[config.mk]
export PLATFORM = sky130hd
export DESIGN_NAME = adc_top
export DESIGN_NICKNAME = d
export VERILOG_FILES = /design/src/inc/adc_pkg.sv /design/src/design/adc_lfsr.sv /design/src/design/adc_sync.sv /design/src/design/adc_top.sv
export VERILOG_INCLUDE_DIRS = /design/src /design/src/inc
export SDC_FILE = /design/constraint.sdc
export NUM_CORES = 1
export LEC_CHECK = 0
export ABC_AREA = 0
export BUFFER_PORTS_ARGS = -buffer_cell sky130_fd_sc_hd__buf_2
export CAP_MARGIN = 5
export CORE_MARGIN = 3
export CORE_UTILIZATION = 50
export CTS_BUF_LIST = sky130_fd_sc_hd__clkbuf_8 sky130_fd_sc_hd__clkbuf_16
export CTS_CLUSTER_SIZE = 10
export DETAILED_ROUTE_END_ITERATION = 7
export GPL_TIMING_DRIVEN = 0
export PLACE_DENSITY = 0.7
export SYNTH_ARGS = -nofsm -noshare
export SYNTH_HDL_FRONTEND = slang
export SYNTH_SLANG_ARGS = --single-unit
[constraint.sdc]
create_clock -name clock -period 8.5 [get_ports clock]
set_clock_uncertainty 0.2 [all_clocks]
set_input_delay 0 -clock clock [delete_from_list [all_inputs] [get_ports clock]]
set_output_delay 0 -clock clock [all_outputs]
set_load 0.005 [all_outputs]
[src/inc/adc_defines.svh]
`ifndef ADC_DEFINES_SVH
`define ADC_DEFINES_SVH

// register offsets
`define ADC_OFS_CTRL      8'h14
`define ADC_OFS_AUTO      8'h15
`define ADC_OFS_SRC       8'h16

// reset values
`define ADC_RST_CTRL      8'h80
`define ADC_RST_AUTO      8'h00
`define ADC_RST_SRC       8'h10

// driver control fields
`define ADC_INV_B_ON      7
`define ADC_INV_A_ON      6
`define ADC_INV_B_OFF     5
`define ADC_INV_A_OFF     4
`define ADC_CW_B          3
`define ADC_FIELD_CHECK   2
`define ADC_EN_B          1
`define ADC_EN_A          0

// automation fields
`define ADC_AUTO_OFF      7
`define ADC_FULL_ASK      6
`define ADC_FIELD_WAKE    5
`define ADC_AUTO_RSVD     4
`define ADC_CA_ON         3
`define ADC_INIT_AVOID    2
`define ADC_AUTO_EN_B     1
`define ADC_AUTO_EN_A     0

// source select field
`define ADC_SRC_LSB       4
`define ADC_SRC_MSB       5

// delay times in ns and clock period
`define ADC_CLK_PERIOD_NS 10
`define ADC_ADT_NS        20000
`define ADC_IDT_NS        40000
`define ADC_SLOT_NS       5000
`define ADC_ADT_CYC       ((`ADC_ADT_NS + `ADC_CLK_PERIOD_NS - 1) / `ADC_CLK_PERIOD_NS)
`define ADC_IDT_CYC       ((`ADC_IDT_NS + `ADC_CLK_PERIOD_NS - 1) / `ADC_CLK_PERIOD_NS)
`define ADC_SLOT_CYC      ((`ADC_SLOT_NS + `ADC_CLK_PERIOD_NS - 1) / `ADC_CLK_PERIOD_NS)

`endif

[src/inc/adc_pkg.sv]
// Purpose: types of the antenna driver control block
// Assumes: constants live in adc_defines.svh
// Notes:   none
package adc_pkg;

  typedef enum logic [1:0] {
    ADC_SRC_TRISTATE = 2'h0,
    ADC_SRC_CODER    = 2'h1,
    ADC_SRC_EXTERNAL = 2'h2,
    ADC_SRC_HIGH     = 2'h3
  } adc_src_t;

  typedef enum logic [3:0] {
    ADC_ST_IDLE  = 4'h1,
    ADC_ST_FIELD = 4'h2,
    ADC_ST_DELAY = 4'h4,
    ADC_ST_INIT  = 4'h8
  } adc_state_t;

  // one antenna pin as output value plus enable
  typedef struct packed {
    logic value;
    logic oe;
  } adc_pin_t;

  typedef struct packed {
    logic [7:0] addr;
    logic [7:0] wdata;
    logic       wr;
    logic       rd;
  } adc_bus_t;

endpackage
[src/design/adc_lfsr.sv]
// Purpose: free running pseudo random source for the slot value
// Assumes: any nonzero seed
// Notes:   16-bit maximal length taps
module adc_lfsr #(
  parameter logic [15:0] SEED = 16'hACE1
) (
  // clock and reset
  input  wire logic        clock,
  input  wire logic        arst_n,
  // random word
  output logic      [15:0] rnd
);

  logic next_bit;

  assign next_bit = rnd[15] ^ rnd[13] ^ rnd[12] ^ rnd[10];

  always_ff @(posedge clock or negedge arst_n) begin
    if (!arst_n) begin
      rnd <= SEED;
    end else begin
      rnd <= {rnd[14:0], next_bit};
    end
  end

endmodule // adc_lfsr

[src/design/adc_sync.sv]
// Purpose: two flip-flop synchroniser for asynchronous inputs
// Assumes: inputs are quasi-static relative to the clock
// Notes:   first stage feeds only the second
module adc_sync #(
  parameter int WIDTH = 1
) (
  // clock and reset
  input  wire logic             clock,
  input  wire logic             arst_n,
  // data
  input  wire logic [WIDTH-1:0] async_in,
  output logic      [WIDTH-1:0] sync_out
);

  logic [WIDTH-1:0] stage1;

  always_ff @(posedge clock or negedge arst_n) begin
    if (!arst_n) begin
      stage1   <= '0;
      sync_out <= '0;
    end else begin
      stage1   <= async_in;
      sync_out <= stage1;
    end
  end

endmodule // adc_sync

[src/design/adc_top.sv]
// Purpose: antenna driver control registers and pin logic
// Assumes: carrier, external envelope and field detector are asynchronous pins
// Notes:   analog depth control is an output level, not modelled here
// Function
// - enabled driver output inverts when its invert-when-on bit is set
// - disabled driver output inverts when its invert-when-off bit is set
// - continuous-wave bit makes driver b send unmodulated carrier
// - without continuous-wave, driver b is modulated like driver a
// - field check with enable write refuses setting enables while field present
// - enable bit makes the pin send carrier modulated by data
// - driver control register resets to 0x80
// - auto-off clears active drivers after the last transmitted bit
// - force-full-ask demands 100 percent modulation ignoring depth setting
// - field-wake restarts from soft power-down on level detector trigger
// - automation bit 4 is reserved, has no function, reads 0
// - collision avoidance picks internal random slot value n
// - initial avoidance runs then clears itself when field switched on
// - driver b auto-enables after field off plus delay, or initial delay
// - driver a auto-enables under the same conditions
// - automation register resets to 0x00
// - source select picks tristate, coder, external envelope or high
`include "adc_defines.svh"

module adc_top
  import adc_pkg::*;
#(
  parameter int ADT_CYC  = `ADC_ADT_CYC,
  parameter int IDT_CYC  = `ADC_IDT_CYC,
  parameter int SLOT_CYC = `ADC_SLOT_CYC,
  parameter int CNT_W    = 16
) (
  // clock and reset
  input  wire logic       clock,
  input  wire logic       arst_n,
  // register port
  input  wire logic [7:0] reg_addr,
  input  wire logic [7:0] reg_wdata,
  input  wire logic       reg_wr,
  input  wire logic       reg_rd,
  output logic      [7:0] reg_rdata,
  // transmit side, same clock
  input  wire logic       coder_envelope,
  input  wire logic       tx_last_bit_done,
  input  wire logic       soft_power_down,
  // asynchronous inputs
  input  wire logic       carrier_in,
  input  wire logic       external_envelope_input,
  input  wire logic       field_detected,
  input  wire logic       rf_level_trigger,
  // antenna pins
  output logic            antenna_pin_a_o,
  output logic            antenna_pin_a_oe,
  output logic            antenna_pin_b_o,
  output logic            antenna_pin_b_oe,
  // status towards the core
  output logic            full_depth_request,
  output logic            wake_request,
  output logic      [1:0] slot_n
);

  adc_bus_t   bus;
  logic [7:0] ctrl;
  logic [7:0] automation;
  logic [1:0] src_sel;
  adc_src_t   src;
  logic [3:0] async_raw;
  logic [3:0] async_sync;
  logic       carrier;
  logic       ext_env;
  logic       field;
  logic       level_trig;
  logic       level_trig_d;
  logic [15:0] rnd;
  adc_state_t state;
  adc_state_t next_state;
  logic [CNT_W-1:0] count;
  logic [CNT_W-1:0] delay_target;
  logic       auto_fire;
  logic       wr_ctrl;
  logic       wr_auto;
  logic       wr_src;
  logic       refuse;
  logic [1:0] next_en;
  logic       envelope;
  adc_pin_t   pin_a;
  adc_pin_t   pin_b;

  assign bus = '{addr: reg_addr, wdata: reg_wdata, wr: reg_wr, rd: reg_rd};

  // input synchronisation
  assign async_raw = {carrier_in, external_envelope_input, field_detected, rf_level_trigger};

  adc_sync #(
    .WIDTH(4)
  ) u_sync (
    .clock   (clock),
    .arst_n  (arst_n),
    .async_in(async_raw),
    .sync_out(async_sync)
  );

  assign carrier    = async_sync[3];
  assign ext_env    = async_sync[2];
  assign field      = async_sync[1];
  assign level_trig = async_sync[0];

  adc_lfsr u_lfsr (
    .clock (clock),
    .arst_n(arst_n),
    .rnd   (rnd)
  );

  // address decode
  function automatic logic hit(input adc_bus_t b, input logic [7:0] ofs);
    hit = b.wr && (b.addr == ofs);
  endfunction

  assign wr_ctrl = hit(bus, `ADC_OFS_CTRL);
  assign wr_auto = hit(bus, `ADC_OFS_AUTO);
  assign wr_src  = hit(bus, `ADC_OFS_SRC);

  // field check only qualifies the write that carries it
  assign refuse = bus.wdata[`ADC_FIELD_CHECK] && field;

  always_comb begin
    next_en = ctrl[`ADC_EN_B:`ADC_EN_A];
    if (tx_last_bit_done && automation[`ADC_AUTO_OFF]) begin
      next_en = 2'h0;
    end
    if (auto_fire) begin
      next_en = next_en | {automation[`ADC_AUTO_EN_B], automation[`ADC_AUTO_EN_A]};
    end
    if (wr_ctrl) begin
      if (refuse) begin
        // cannot set, clearing still allowed
        next_en = ctrl[`ADC_EN_B:`ADC_EN_A] & bus.wdata[`ADC_EN_B:`ADC_EN_A];
      end else begin
        next_en = bus.wdata[`ADC_EN_B:`ADC_EN_A];
      end
    end
  end

  // driver control register
  always_ff @(posedge clock or negedge arst_n) begin
    if (!arst_n) begin
      ctrl <= `ADC_RST_CTRL;
    end else begin
      if (wr_ctrl) begin
        ctrl[7:`ADC_CW_B] <= bus.wdata[7:`ADC_CW_B];
      end
      ctrl[`ADC_FIELD_CHECK] <= 1'b0;
      ctrl[`ADC_EN_B:`ADC_EN_A] <= next_en;
    end
  end

  // automation register; software write wins over self-clear
  always_ff @(posedge clock or negedge arst_n) begin
    if (!arst_n) begin
      automation <= `ADC_RST_AUTO;
    end else begin
      if (wr_auto) begin
        automation <= bus.wdata;
        automation[`ADC_AUTO_RSVD] <= 1'b0;
      end else if (auto_fire && automation[`ADC_INIT_AVOID]) begin
        automation[`ADC_INIT_AVOID] <= 1'b0;
      end
    end
  end

  // source select register
  always_ff @(posedge clock or negedge arst_n) begin
    if (!arst_n) begin
      src_sel <= 2'(`ADC_RST_SRC >> `ADC_SRC_LSB);
    end else if (wr_src) begin
      src_sel <= bus.wdata[`ADC_SRC_MSB:`ADC_SRC_LSB];
    end
  end

  assign src = adc_src_t'(src_sel);

  // read port, data one cycle after the strobe
  always_ff @(posedge clock or negedge arst_n) begin
    if (!arst_n) begin
      reg_rdata <= 8'h00;
    end else if (bus.rd) begin
      unique case (bus.addr)
        `ADC_OFS_CTRL: reg_rdata <= ctrl & 8'hFB;
        `ADC_OFS_AUTO: reg_rdata <= automation & 8'hEF;
        `ADC_OFS_SRC:  reg_rdata <= {2'h0, src_sel, 4'h0};
        default:       reg_rdata <= 8'h00;
      endcase
    end else begin
      reg_rdata <= 8'h00;
    end
  end

  // collision avoidance slot value
  always_ff @(posedge clock or negedge arst_n) begin
    if (!arst_n) begin
      slot_n <= 2'h0;
    end else if (automation[`ADC_CA_ON] && state == ADC_ST_IDLE) begin
      slot_n <= rnd[1:0];
    end else if (!automation[`ADC_CA_ON]) begin
      slot_n <= 2'h0;
    end
  end

  // random slots stretch the wait only with avoidance on
  always_comb begin
    delay_target = CNT_W'(ADT_CYC) + CNT_W'(SLOT_CYC) * CNT_W'(slot_n);
    if (state == ADC_ST_INIT) begin
      delay_target = CNT_W'(IDT_CYC) + CNT_W'(SLOT_CYC) * CNT_W'(slot_n);
    end
  end

  // automatic switch-on sequencer
  always_comb begin
    next_state = state;
    unique case (state)
      ADC_ST_IDLE: begin
        if (automation[`ADC_AUTO_EN_B:`ADC_AUTO_EN_A] != 2'h0) begin
          if (automation[`ADC_INIT_AVOID]) begin
            next_state = ADC_ST_INIT;
          end else if (field) begin
            next_state = ADC_ST_FIELD;
          end
        end
      end
      ADC_ST_FIELD: begin
        if (!field) begin
          next_state = ADC_ST_DELAY;
        end
      end
      ADC_ST_DELAY: begin
        if (field) begin
          next_state = ADC_ST_FIELD;
        end else if (count >= delay_target - CNT_W'(1)) begin
          next_state = ADC_ST_IDLE;
        end
      end
      ADC_ST_INIT: begin
        if (count >= delay_target - CNT_W'(1)) begin
          next_state = ADC_ST_IDLE;
        end
      end
      default: next_state = ADC_ST_IDLE;
    endcase
    if (automation[`ADC_AUTO_EN_B:`ADC_AUTO_EN_A] == 2'h0) begin
      next_state = ADC_ST_IDLE;
    end
  end

  assign auto_fire = (state == ADC_ST_DELAY || state == ADC_ST_INIT) && !field
                     && (count >= delay_target - CNT_W'(1))
                     && (automation[`ADC_AUTO_EN_B:`ADC_AUTO_EN_A] != 2'h0);

  always_ff @(posedge clock or negedge arst_n) begin
    if (!arst_n) begin
      state <= ADC_ST_IDLE;
    end else begin
      state <= next_state;
    end
  end

  // any field sample restarts the no-field window
  always_ff @(posedge clock or negedge arst_n) begin
    if (!arst_n) begin
      count <= '0;
    end else if (field || next_state != state || state == ADC_ST_IDLE) begin
      count <= '0;
    end else if (count != '1) begin
      count <= count + CNT_W'(1);
    end
  end

  // wake-up from soft power-down
  always_ff @(posedge clock or negedge arst_n) begin
    if (!arst_n) begin
      level_trig_d <= 1'b0;
      wake_request <= 1'b0;
    end else begin
      level_trig_d <= level_trig;
      wake_request <= automation[`ADC_FIELD_WAKE] && soft_power_down
                      && level_trig && !level_trig_d;
    end
  end

  // modulation envelope selection
  always_comb begin
    unique case (src)
      ADC_SRC_CODER:    envelope = coder_envelope;
      ADC_SRC_EXTERNAL: envelope = ext_env;
      ADC_SRC_HIGH:     envelope = 1'b1;
      default:          envelope = 1'b0;
    endcase
  end

  // one driver's pin value
  function automatic adc_pin_t drive(input logic en, input logic inv_on, input logic inv_off,
                                     input logic cw, input logic env, input logic car,
                                     input adc_src_t s);
    logic base;
    base = 1'b0;
    if (s == ADC_SRC_HIGH) begin
      base = 1'b1;
    end else if (en) begin
      base = cw ? car : (car & env);
    end
    drive.oe    = (s != ADC_SRC_TRISTATE);
    drive.value = base ^ (en ? inv_on : inv_off);
  endfunction

  assign pin_a = drive(ctrl[`ADC_EN_A], ctrl[`ADC_INV_A_ON], ctrl[`ADC_INV_A_OFF], 1'b0,
                       envelope, carrier, src);
  assign pin_b = drive(ctrl[`ADC_EN_B], ctrl[`ADC_INV_B_ON], ctrl[`ADC_INV_B_OFF],
                       ctrl[`ADC_CW_B], envelope, carrier, src);

  // pins come from flip-flops
  always_ff @(posedge clock or negedge arst_n) begin
    if (!arst_n) begin
      antenna_pin_a_o  <= 1'b0;
      antenna_pin_a_oe <= 1'b0;
      antenna_pin_b_o  <= 1'b0;
      antenna_pin_b_oe <= 1'b0;
    end else begin
      antenna_pin_a_o  <= pin_a.value;
      antenna_pin_a_oe <= pin_a.oe;
      antenna_pin_b_o  <= pin_b.value;
      antenna_pin_b_oe <= pin_b.oe;
    end
  end

  // depth setting overridden by full ask
  always_ff @(posedge clock or negedge arst_n) begin
    if (!arst_n) begin
      full_depth_request <= 1'b0;
    end else begin
      full_depth_request <= automation[`ADC_FULL_ASK];
    end
  end

endmodule // adc_top

# Word-level counts from Yosys, hierarchy flattened
# Index checks and enable logic that the tools add are counted.
# totals
out_inout_bits	16
regBits	76
word_cells	97
# classes
order_cmp	1
add_sub_neg	4
eq_ne	13
n_mux	29
n_bitwise	8
reduce_logical	23
n_mul	1
# op_table
operator	n
16-bit 2-to-1 mux	2
4-bit 2-to-1 mux	7
8-bit by 5-bit equality test with 1-bit output (second input constant)	3
8-bit one-hot mux with 3 select lines	1
16-bit by 1-bit adder with 16-bit output (second input constant)	1
16-bit >= comparator	1
16-bit != test (second input constant)	1
4-bit one-hot mux with 4 select lines	1
16-bit by 1-bit subtractor with 16-bit output (second input constant)	1
12-bit by 11-bit adder with 13-bit output (first input constant)	1
1-bit logical AND	13
13-bit 2-to-1 mux	1
11-bit by 11-bit adder with 12-bit output (first input constant)	1
2-bit 2-to-1 mux	6
7-bit by 2-bit multiplier with 9-bit output (first input constant)	1
1-bit 2-to-1 mux	9
8-bit 2-to-1 mux	1
2-bit nonzero test	4
1-bit XOR	5
2-bit equality test (second input constant)	2
4-bit by 1-bit equality test with 1-bit output (second input constant)	1
4-bit by 2-bit equality test with 1-bit output (second input constant)	1
4-bit by 3-bit equality test with 1-bit output (second input constant)	1
4-bit equality test (second input constant)	1
other kinds (10)	13

# Longest topological paths before layout
# Gate-level depths: netlist of the first run.
# logic_depth
depth_word	13
ltp_mapped	14
ltp_nobuf	13

# By module
# A second synthesis of the first run with hierarchy kept.
# unflattened
hier_cells	348
hier_area_um2	3779.9
# by_module_without_submodules
module	instances	seq_area_each_um2	cells_per_inst	area_each_um2
adc_top	1	1305.0	321	3143.0
adc_lfsr	1	410.4	19	436.7
adc_sync	1	200.2	8	200.2

# Least setup slack after synthesis of the first run
# No wires, ideal clock.
# synth_path
kind	register -> register
start	register slot_n[0]
end	register count[10]
setup_time_ns	0.072
n_path_buf	2
t_required_ns	8.228
arrival_time_ns	3.253
slack_ns	4.975
path_stages_with_launch	15
path_cell_list	dfrtp_1 -> inv_1 -> ha_1 -> buf_1 -> nor3b_2 -> a21oi_1 -> or4_1 -> a21oi_1 -> ha_1 -> o21ai_0 -> nor2_1 -> o311ai_1 -> nand4_1 -> buf_2 -> nor2_1
# synth_between
elab_chain_len	13
# synth_lines
element	line	rtl
start: declaration	adc_top.sv:58	output logic [1:0] slot_n
start signal: assignment	adc_top.sv:202	slot_n <= rnd[1:0];
7-bit by 2-bit multiplier with 9-bit output *	adc_top.sv:210, adc_top.sv:212	
12-bit by 11-bit adder with 13-bit output / 11-bit by 11-bit adder with 12-bit output (equally long branches)	adc_top.sv:212, adc_top.sv:210	
13-bit 2-to-1 mux *	adc_top.sv:211	if (state == ADC_ST_INIT) begin
16-bit by 1-bit subtractor with 16-bit output *	adc_top.sv:237, adc_top.sv:242	
16-bit >= comparator *	adc_top.sv:237, adc_top.sv:242	
4-bit 2-to-1 mux *	adc_top.sv:237, adc_top.sv:242	
4-bit 2-to-1 mux	adc_top.sv:235	if (field) begin
4-bit one-hot mux with 4 select lines *	adc_top.sv:219	unique case (state)
4-bit 2-to-1 mux *	adc_top.sv:248	if (automation[`ADC_AUTO_EN_B:`ADC_AUTO_EN_A] == 2'h0) begin
4-bit != test *	adc_top.sv:269	end else if (field || next_state != state || state == ADC_ST_IDLE) begin
1-bit logical OR * (2 in series)	adc_top.sv:269	
16-bit 2-to-1 mux / 2-bit nonzero test (equally long branches)	n/a	
end signal: assignment	adc_top.sv:272	count <= count + CNT_W'(1);
end: declaration	adc_top.sv:76	logic [CNT_W-1:0] count;
# Mark *: on every way between the ends. The rest lies on a longest branch, timed or not.
# A chain may end at the register's enable or synchronous reset.

# Worst setup path in the final report of the first run
# layout_path
start	register slot_n[0]
end	register count[12]
# Same word-level chain as after synthesis.

==> impl_results.md, run 1 <==
* Leakage at 2.11 nW
* RSZ-0062 raised after global routing: no
* First-pass GRT wire length at 13000 µm
* Most common cell after layout, fill and taps aside: dfrtp_1
* Syn avg cell area at 11.1 µm²
* Post-synth top flop: dfrtp_1
* Antenna-violating nets left at 0
* CTS sink count at 76
* Initial DRC count at 151
* Register area at 0.00192 mm²
* Post-layout min period at 4.28 ns
* H-tree levels at 3
* Synth Area in Adders at 7.45%
* Antenna Cells at 0
* Count of pins over their slew limit at 0
* Commonest cells after routing, fill and taps aside: 65 x dfrtp_1, 43 x buf_2, 32 x nor2_1
* Largest family of logic cells by synthesized area: simple AND/OR/NAND/NOR gates
* Final setup violation count at 0
* Die area at 0.00846 mm²
* Tightest Pin Transition at 0.768 ns
* Status: finished, violations left
* Max transition margin at 48.5%
* Die height at 92.0 µm
* Root buf cell: clkbuf_8
* WHS at -0.000942 ns
* PD cells at 158 mW/mm²
* Post-CTS setup buffers at 0
* Clock Tree Buf Depth at 2
* Placed Area at 0.00405 mm²
* Cell Int Power at 0.000557 W
* Largest net degree at the start of global routing at 76
* Sequential Power Share at 52.7%
* I/O Pins at 43
* Synth Area in Compound Gates at 8.77%
* Seq/Total Area, Yosys at 51.8%
* HP Class: in -> async
* Tcrit/Tclk final at 50.4%
* DR vias/cell at 5.41
* XOR/XNOR share of the synthesized area at 4.98%
* Initial core utilization at 52.9%
* Count of different cell masters after synthesis at 51
* FFs w/ async S/R, synth at 100%
* Core area at 0.00698 mm²
* Yosys reg bits at 76
* Net Sw Frac at 21.7%
* Row Count at 30
* Placed Instances at 471
* Fillers at 574
* Crit path launch type: flop
* Post-Synthesis Cells at 333
* Crit-path max FO at 12
* Total gr overflow at 0
* Sw Pwr at 0.000155 W
* CTS tree: done
* Synth Area in Simple Gates at 16.4%
* Residual DRC at 0
* Worst-skew pair later-pin latency at 0.33 ns
* Resize count post-CTS at 0
* Post-synthesis cell area at 0.00369 mm²
* Logic pwr share at 6.1%
* Final Hold Fails at 1
* Reg clk slew, reported paths at 0.08 ns
* WP data arrival at 4.34 ns
* CTS buffer count at 9
* Yosys warnings at 0
* Critical path class: reg -> reg
* CTS Hold Bufs at 24
* DRT Wirelength at 7680 µm
* Nets at 459
* Initial antenna violation count at 0
* CP endpoint kind: flop
* Number of max-cap violations at 0
* Global-route usage over all layers at 19.4%
* Non-filler cells, final at 511
* Die width at 92.0 µm
* Mux contribution to synthesized area at 8.03%
* Drt wl/cell at 15.0 µm
* I/O Buffers at 40
* Reg2reg start: slot_n[0]
* Final Cell Area at 0.00450 mm²
* Failing checks: negative hold slack
* Drt first pass iters at 6
* Routability cong. at 0.822
* Crit path from: slot_n[0]
* Peak VDD IR at 0.104 mV
* DR vias at 2766
* Area Growth Syn to Fin at 21.9%
* Max Clk Rate at 234 MHz
* Post-synth EDFFs at 0
* Clock share of power at 41.1%
* Critical path required time at 8.56 ns
* Share of cells above drive strength 1 at 20.7%
* Setup TNS at 0 ns
* Number of global-route vias before repair at 2745
* Area of the multi-input gates at 0.00170 mm²
* Hpwl dp at 5200 µm
[registers in the layout, summed over array words and instances, names as in the netlist, 2 cells and up]
register	flops
slot_n	2
automation	7
u_lfsr.rnd	16
ctrl	7
count	16
state	4
reg_rdata	8
src	2
u_sync.stage1	4
u_sync.sync_out	4
[synthesized netlist by cell type (all sizes together) (10+ instances only)]
library cell / count / area share (%)
nand3: 12 / 1.6
o21ai: 16 / 2.2
xor2: 11 / 2.6
mux2i: 15 / 4.1
dfrtp: 65 / 44
ha: 22 / 7.4
xnor2: 10 / 2.4
nand2: 24 / 2.4
nor2: 32 / 3.3
dfstp: 11 / 7.8
mux2: 13 / 4.0
a21oi: 13 / 1.8
[path summary, 6_finish.rpt]
path / to / slack (ns) / cells after the start
worst max-delay path: count[12] / 4.22 / 14
worst min-delay path: count[10] / -0.0009 / 3
worst max register to register: count[12] / 4.22 / 14
worst min register to register: u_lfsr.rnd[9] / 0.15 / 0
max in group asynchronous: count[14] / 7.64 / 3
min in group clock: src[1] / 0.05 / 5
[power groups by stage]
stage / Sequential, W / Combinational (W) / Clock [W]
after detailed placement: 0.000382 / 0.0000362 / 0
final: 0.000376 / 0.0000437 / 0.000293
after global placement: 0.000382 / 0.0000338 / 0
after CTS: 0.000376 / 0.0000441 / 0.000303
after global routing: 0.000377 / 0.0000487 / 0.000316
after floorplan: 0.000381 / 0.0000164 / 0
[critical path, stage by stage (launching register included)]
cell and delay (ns):
dfrtp_1 0.61, inv_1 0.20, ha_1 0.39, buf_1 0.28, nor3b_2 0.23, a21oi_1 0.07, or4_1 0.41, a21oi_1 0.15
ha_1 0.25, o21ai_0 0.08, nor2_1 0.06, o311ai_1 0.36, nand4_1 0.45, buf_2 0.35, nor2_1 0.13
[metrics by stage]
| step | setup slack (ns) | power (W) | hold WS [ns] | utilization, % |
|---|---|---|---|---|
| after global routing | 3.79 | 0.000741 | 0.0493 | 64.5 |
| after detailed placement | 4.27 | 0.000418 | -0.401 | 58.0 |
| after global placement | 4.32 | 0.000416 | -0.0911 | 57.6 |
| after floorplan | 4.98 | 0.000397 | -0.496 | - |
| final | 4.22 | 0.000712 | -0.000942 | 64.5 |
| after CTS | 4.24 | 0.000722 | 0.0275 | 64.5 |
[routing by layer]
layer  share of wire (%)  vias up  routed length, µm  GRT usage [%]
met3                 3.5        6                269           3.69
met5                   0        -                  0              0
li1                    -     1347                  -              -
met4                0.89        0                 68           4.95
met1                  47     1351               3620           26.9
met2                  48       62               3720           31.4
[cell families after synthesis]
kind of cell	Yosys count
adders and majority gates	22
muxes	28
other	2
DFF	76
and+or+nand+nor	113
AOI/OAI and AO/OA	52
buffers and inverters	19
xor gates and xnor gates	21
[area by class of cell]
cell class	instances	share of cell area (%)
flip-flops and latches	76	42.5
multi-input cells	239	37.6
repair buffers	65	10.4
clock buffers	9	2.75
well taps	96	2.67
clock inverters	7	2.03
plain buffers	13	1.44
inverters	6	0.500
(Power assumes the default switching activity.)
==> run 2, diff against run 1 <==
==> constraint.sdc (replaced) <==
create_clock -name clock -period 4.05 [get_ports clock]
set_clock_uncertainty 0.2 [all_clocks]
set_input_delay 0 -clock clock [delete_from_list [all_inputs] [get_ports clock]]
set_output_delay 0 -clock clock [all_outputs]
set_load 0.005 [all_outputs]
==> run 2 against run 1 <==
  * The flow still finishes with violations (negative hold slack)
  * Hold slack improved by 0.00065 ns
  * Register-to-register slack got worse by 3.8 ns
  * Non-clock buffer count rose by 1
  * Wire length barely moved
  * Sequential cell count did not move
  * Sequential share of layout area fell by 0.11 points
  * Sequential power rose by 110%
  * Critical path depth did not move
  * Power rose by 110%
  * Clock-buffer cell count did not move
  * Largest power group unchanged
==> impl_results.md, run 2 (synthesis results as in run 1) <==
* Cell Int Power at 0.00117 W (was 0.000557 W)
* Number of global-route vias before repair at 2750 (was 2745)
* Die height at 92.0 µm (unchanged)
* Tcrit/Tclk final at 90.0% (was 50.4%)
* Setup TNS at 0 ns (unchanged)
* Share of cells above drive strength 1 at 21.6% (was 20.7%)
* PD cells at 331 mW/mm² (was 158 mW/mm²)
* Top flop regs: count: 16 flops, u_lfsr.rnd: 16 flops, reg_rdata: 8 flops (unchanged)
* Clock share of power at 41.2% (was 41.1%)
* Most common cell after layout, fill and taps aside: dfrtp_1 (unchanged)
* Drt wl/cell at 15.0 µm (about the same)
* Total gr overflow at 0 (unchanged)
* Failing checks: negative hold slack (unchanged)
* First-pass GRT wire length at 13000 µm (about the same)
* Critical path required time at 4.10 ns (was 8.56 ns)
* Worst-skew pair later-pin latency at 0.34 ns (was 0.33 ns)
* CTS buffer count at 9 (unchanged)
* Initial DRC count at 150 (was 151)
* Max Clk Rate at 274 MHz (was 234 MHz)
* Number of max-cap violations at 0 (unchanged)
* Met2 WL post-DR at 3730 µm (was 3720 µm)
* Placed Instances at 471 (unchanged)
* HP Class: in -> async (unchanged)
* H-tree levels at 3 (unchanged)
* DR vias at 2770 (was 2766)
* Top sig layer: met4 (unchanged)
* Largest net degree at the start of global routing at 76 (unchanged)
* Status: finished, violations left (unchanged)
* WHS at -0.000291 ns (was -0.000942 ns)
* Clock Tree Buf Depth at 2 (unchanged)
* Hpwl dp at 5200 µm (unchanged)
* Commonest cells after routing, fill and taps aside: 64 x dfrtp_1, 43 x buf_2, 32 x nor2_1 (was 65 x dfrtp_1, 43 x buf_2, 32 x nor2_1)
* Initial antenna violation count at 0 (unchanged)
* Sequential Power Share at 52.7% (about the same)
* Critical path class: reg -> reg (unchanged)
* Post-layout min period at 3.64 ns (was 4.28 ns)
* Row Count at 30 (unchanged)
* RSZ-0062 raised after global routing: no (unchanged)
* Crit path launch type: flop (unchanged)
* Initial core utilization at 52.9% (unchanged)
* Count of pins over their slew limit at 0 (unchanged)
* Root buf cell: clkbuf_8 (unchanged)
* Final Hold Fails at 1 (unchanged)
* DR vias/cell at 5.41 (about the same)
* Pwr Total at 0.00150 W (was 0.000712 W)
* Reg clk slew, reported paths at 0.08 ns (about the same)
* Residual DRC at 0 (unchanged)
* CTS tree: done (unchanged)
* Area Growth Syn to Fin at 22.3% (was 21.9%)
* Routability cong. at 0.822 (unchanged)
* Final Cell Area at 0.00452 mm² (was 0.00450 mm²)
* Tightest Pin Transition at 0.767 ns (was 0.768 ns)
* I/O Buffers at 40 (unchanged)
* WL met3 at 220 µm (was 269 µm)
* Leakage at 2.12 nW (was 2.11 nW)
* Placed Area at 0.00405 mm² (unchanged)
* Nets at 460 (was 459)
* Sw Pwr at 0.000326 W (was 0.000155 W)
* DRT Wirelength at 7680 µm (about the same)
* WP data arrival at 3.70 ns (was 4.34 ns)
* Max transition margin at 48.6% (was 48.5%)
* CTS sink count at 76 (unchanged)
* Peak VDD IR at 0.218 mV (was 0.104 mV)
* Drt first pass iters at 5 (was 6)
* CP endpoint kind: flop (unchanged)
* Core area at 0.00698 mm² (unchanged)
* Logic pwr share at 6.1% (about the same)
* Non-filler cells, final at 512 (was 511)
* Antenna Cells at 0 (unchanged)
* Antenna-violating nets left at 0 (unchanged)
* Net Sw Frac at 21.8% (was 21.7%)
* Crit-path max FO at 10 (was 12)
* Die width at 92.0 µm (unchanged)
* Final setup violation count at 0 (unchanged)
* Die area at 0.00846 mm² (unchanged)
* Wire length on met1 at 3660 µm (was 3620 µm)
* I/O Pins at 43 (unchanged)
* Global-route usage over all layers at 19.4% (about the same)
[run 2: cell count changes in the layout (fill, tap and decap cells not counted), sizes merged]
cell	delta
buf	+1
[run 2: metrics by stage]
step / utilization, % / hold WS [ns] / setup slack [ns]
after floorplan: - / -0.496 / 0.525
after global placement: 57.6 / -0.0911 / -0.127
after detailed placement: 58.0 / -0.401 / -0.180
after CTS: 64.7 / 0.0275 / 0.0779
after global routing: 64.7 / 0.0493 / 0.0318
final: 64.7 / -0.000291 / 0.405
[run 2: path summary, 6_finish.rpt]
kind | startpoint | to | slack, ns | cells after the start
max | state[0] | count[4] | 0.41 | 14
min reg2reg | u_lfsr.rnd[8] | u_lfsr.rnd[9] | 0.15 | 0
min in group clock | reg_wr | src[1] | 0.05 | 5
max reg2reg | state[0] | count[4] | 0.41 | 14
min | arst_n | count[10] | -0.0003 | 3
max in group asynchronous | arst_n | count[14] | 3.19 | 3
[run 2: area by class of cell]
class                           count  area [µm²]
Multi-Input combinational cell    239        1700
Fill cell                         568        2460
Tap cell                           96         120
Clock buffer                        9         124
Sequential cell                    76        1920
Timing Repair Buffer               67         485
Clock inverter                      7        91.3
Inverter                            6        22.5
Buffer                             12        61.3
[run 2: power groups by stage]
stage          Clock (W)  Combinational, W  Sequential, W
2_1_floorplan          0         0.0000345       0.000799
3_3_place_gp           0         0.0000709       0.000802
3_5_place_dp           0         0.0000759       0.000802
4_1_cts         0.000635         0.0000926       0.000788
5_1_grt         0.000662          0.000102       0.000790
6_report        0.000615         0.0000918       0.000788
[run 2: layer usage]
| metal | track usage, % | vias up |
|---|---|---|
| met1 | 26.9 | 1365 |
| li1 | - | 1351 |
| met4 | 4.95 | 0 |
| met2 | 31.4 | 50 |
| met3 | 3.69 | 4 |
| met5 | 0 | - |
[run 2: repair_timing]
action                     4_1_cts  5_1_grt
hold buffers                    24        0
setup endpoints to repair       13       22
hold endpoints to repair       102        0
buffers inserted                 2        0
pin swaps                        1        0
gates resized for setup          0        2
[run 2: worst max-delay path, cell delays in order (launching register included)]
cell,delay (ns)
dfstp_2,0.37
buf_6,0.12
or4b_1,0.50
buf_2,0.19
nor3b_2,0.18
a21oi_1,0.07
or4_1,0.41
a21oi_1,0.15
ha_1,0.25
o21ai_0,0.08
nor2_1,0.06
o311ai_1,0.36
nand4_1,0.22
buf_4,0.22
nor3_1,0.17
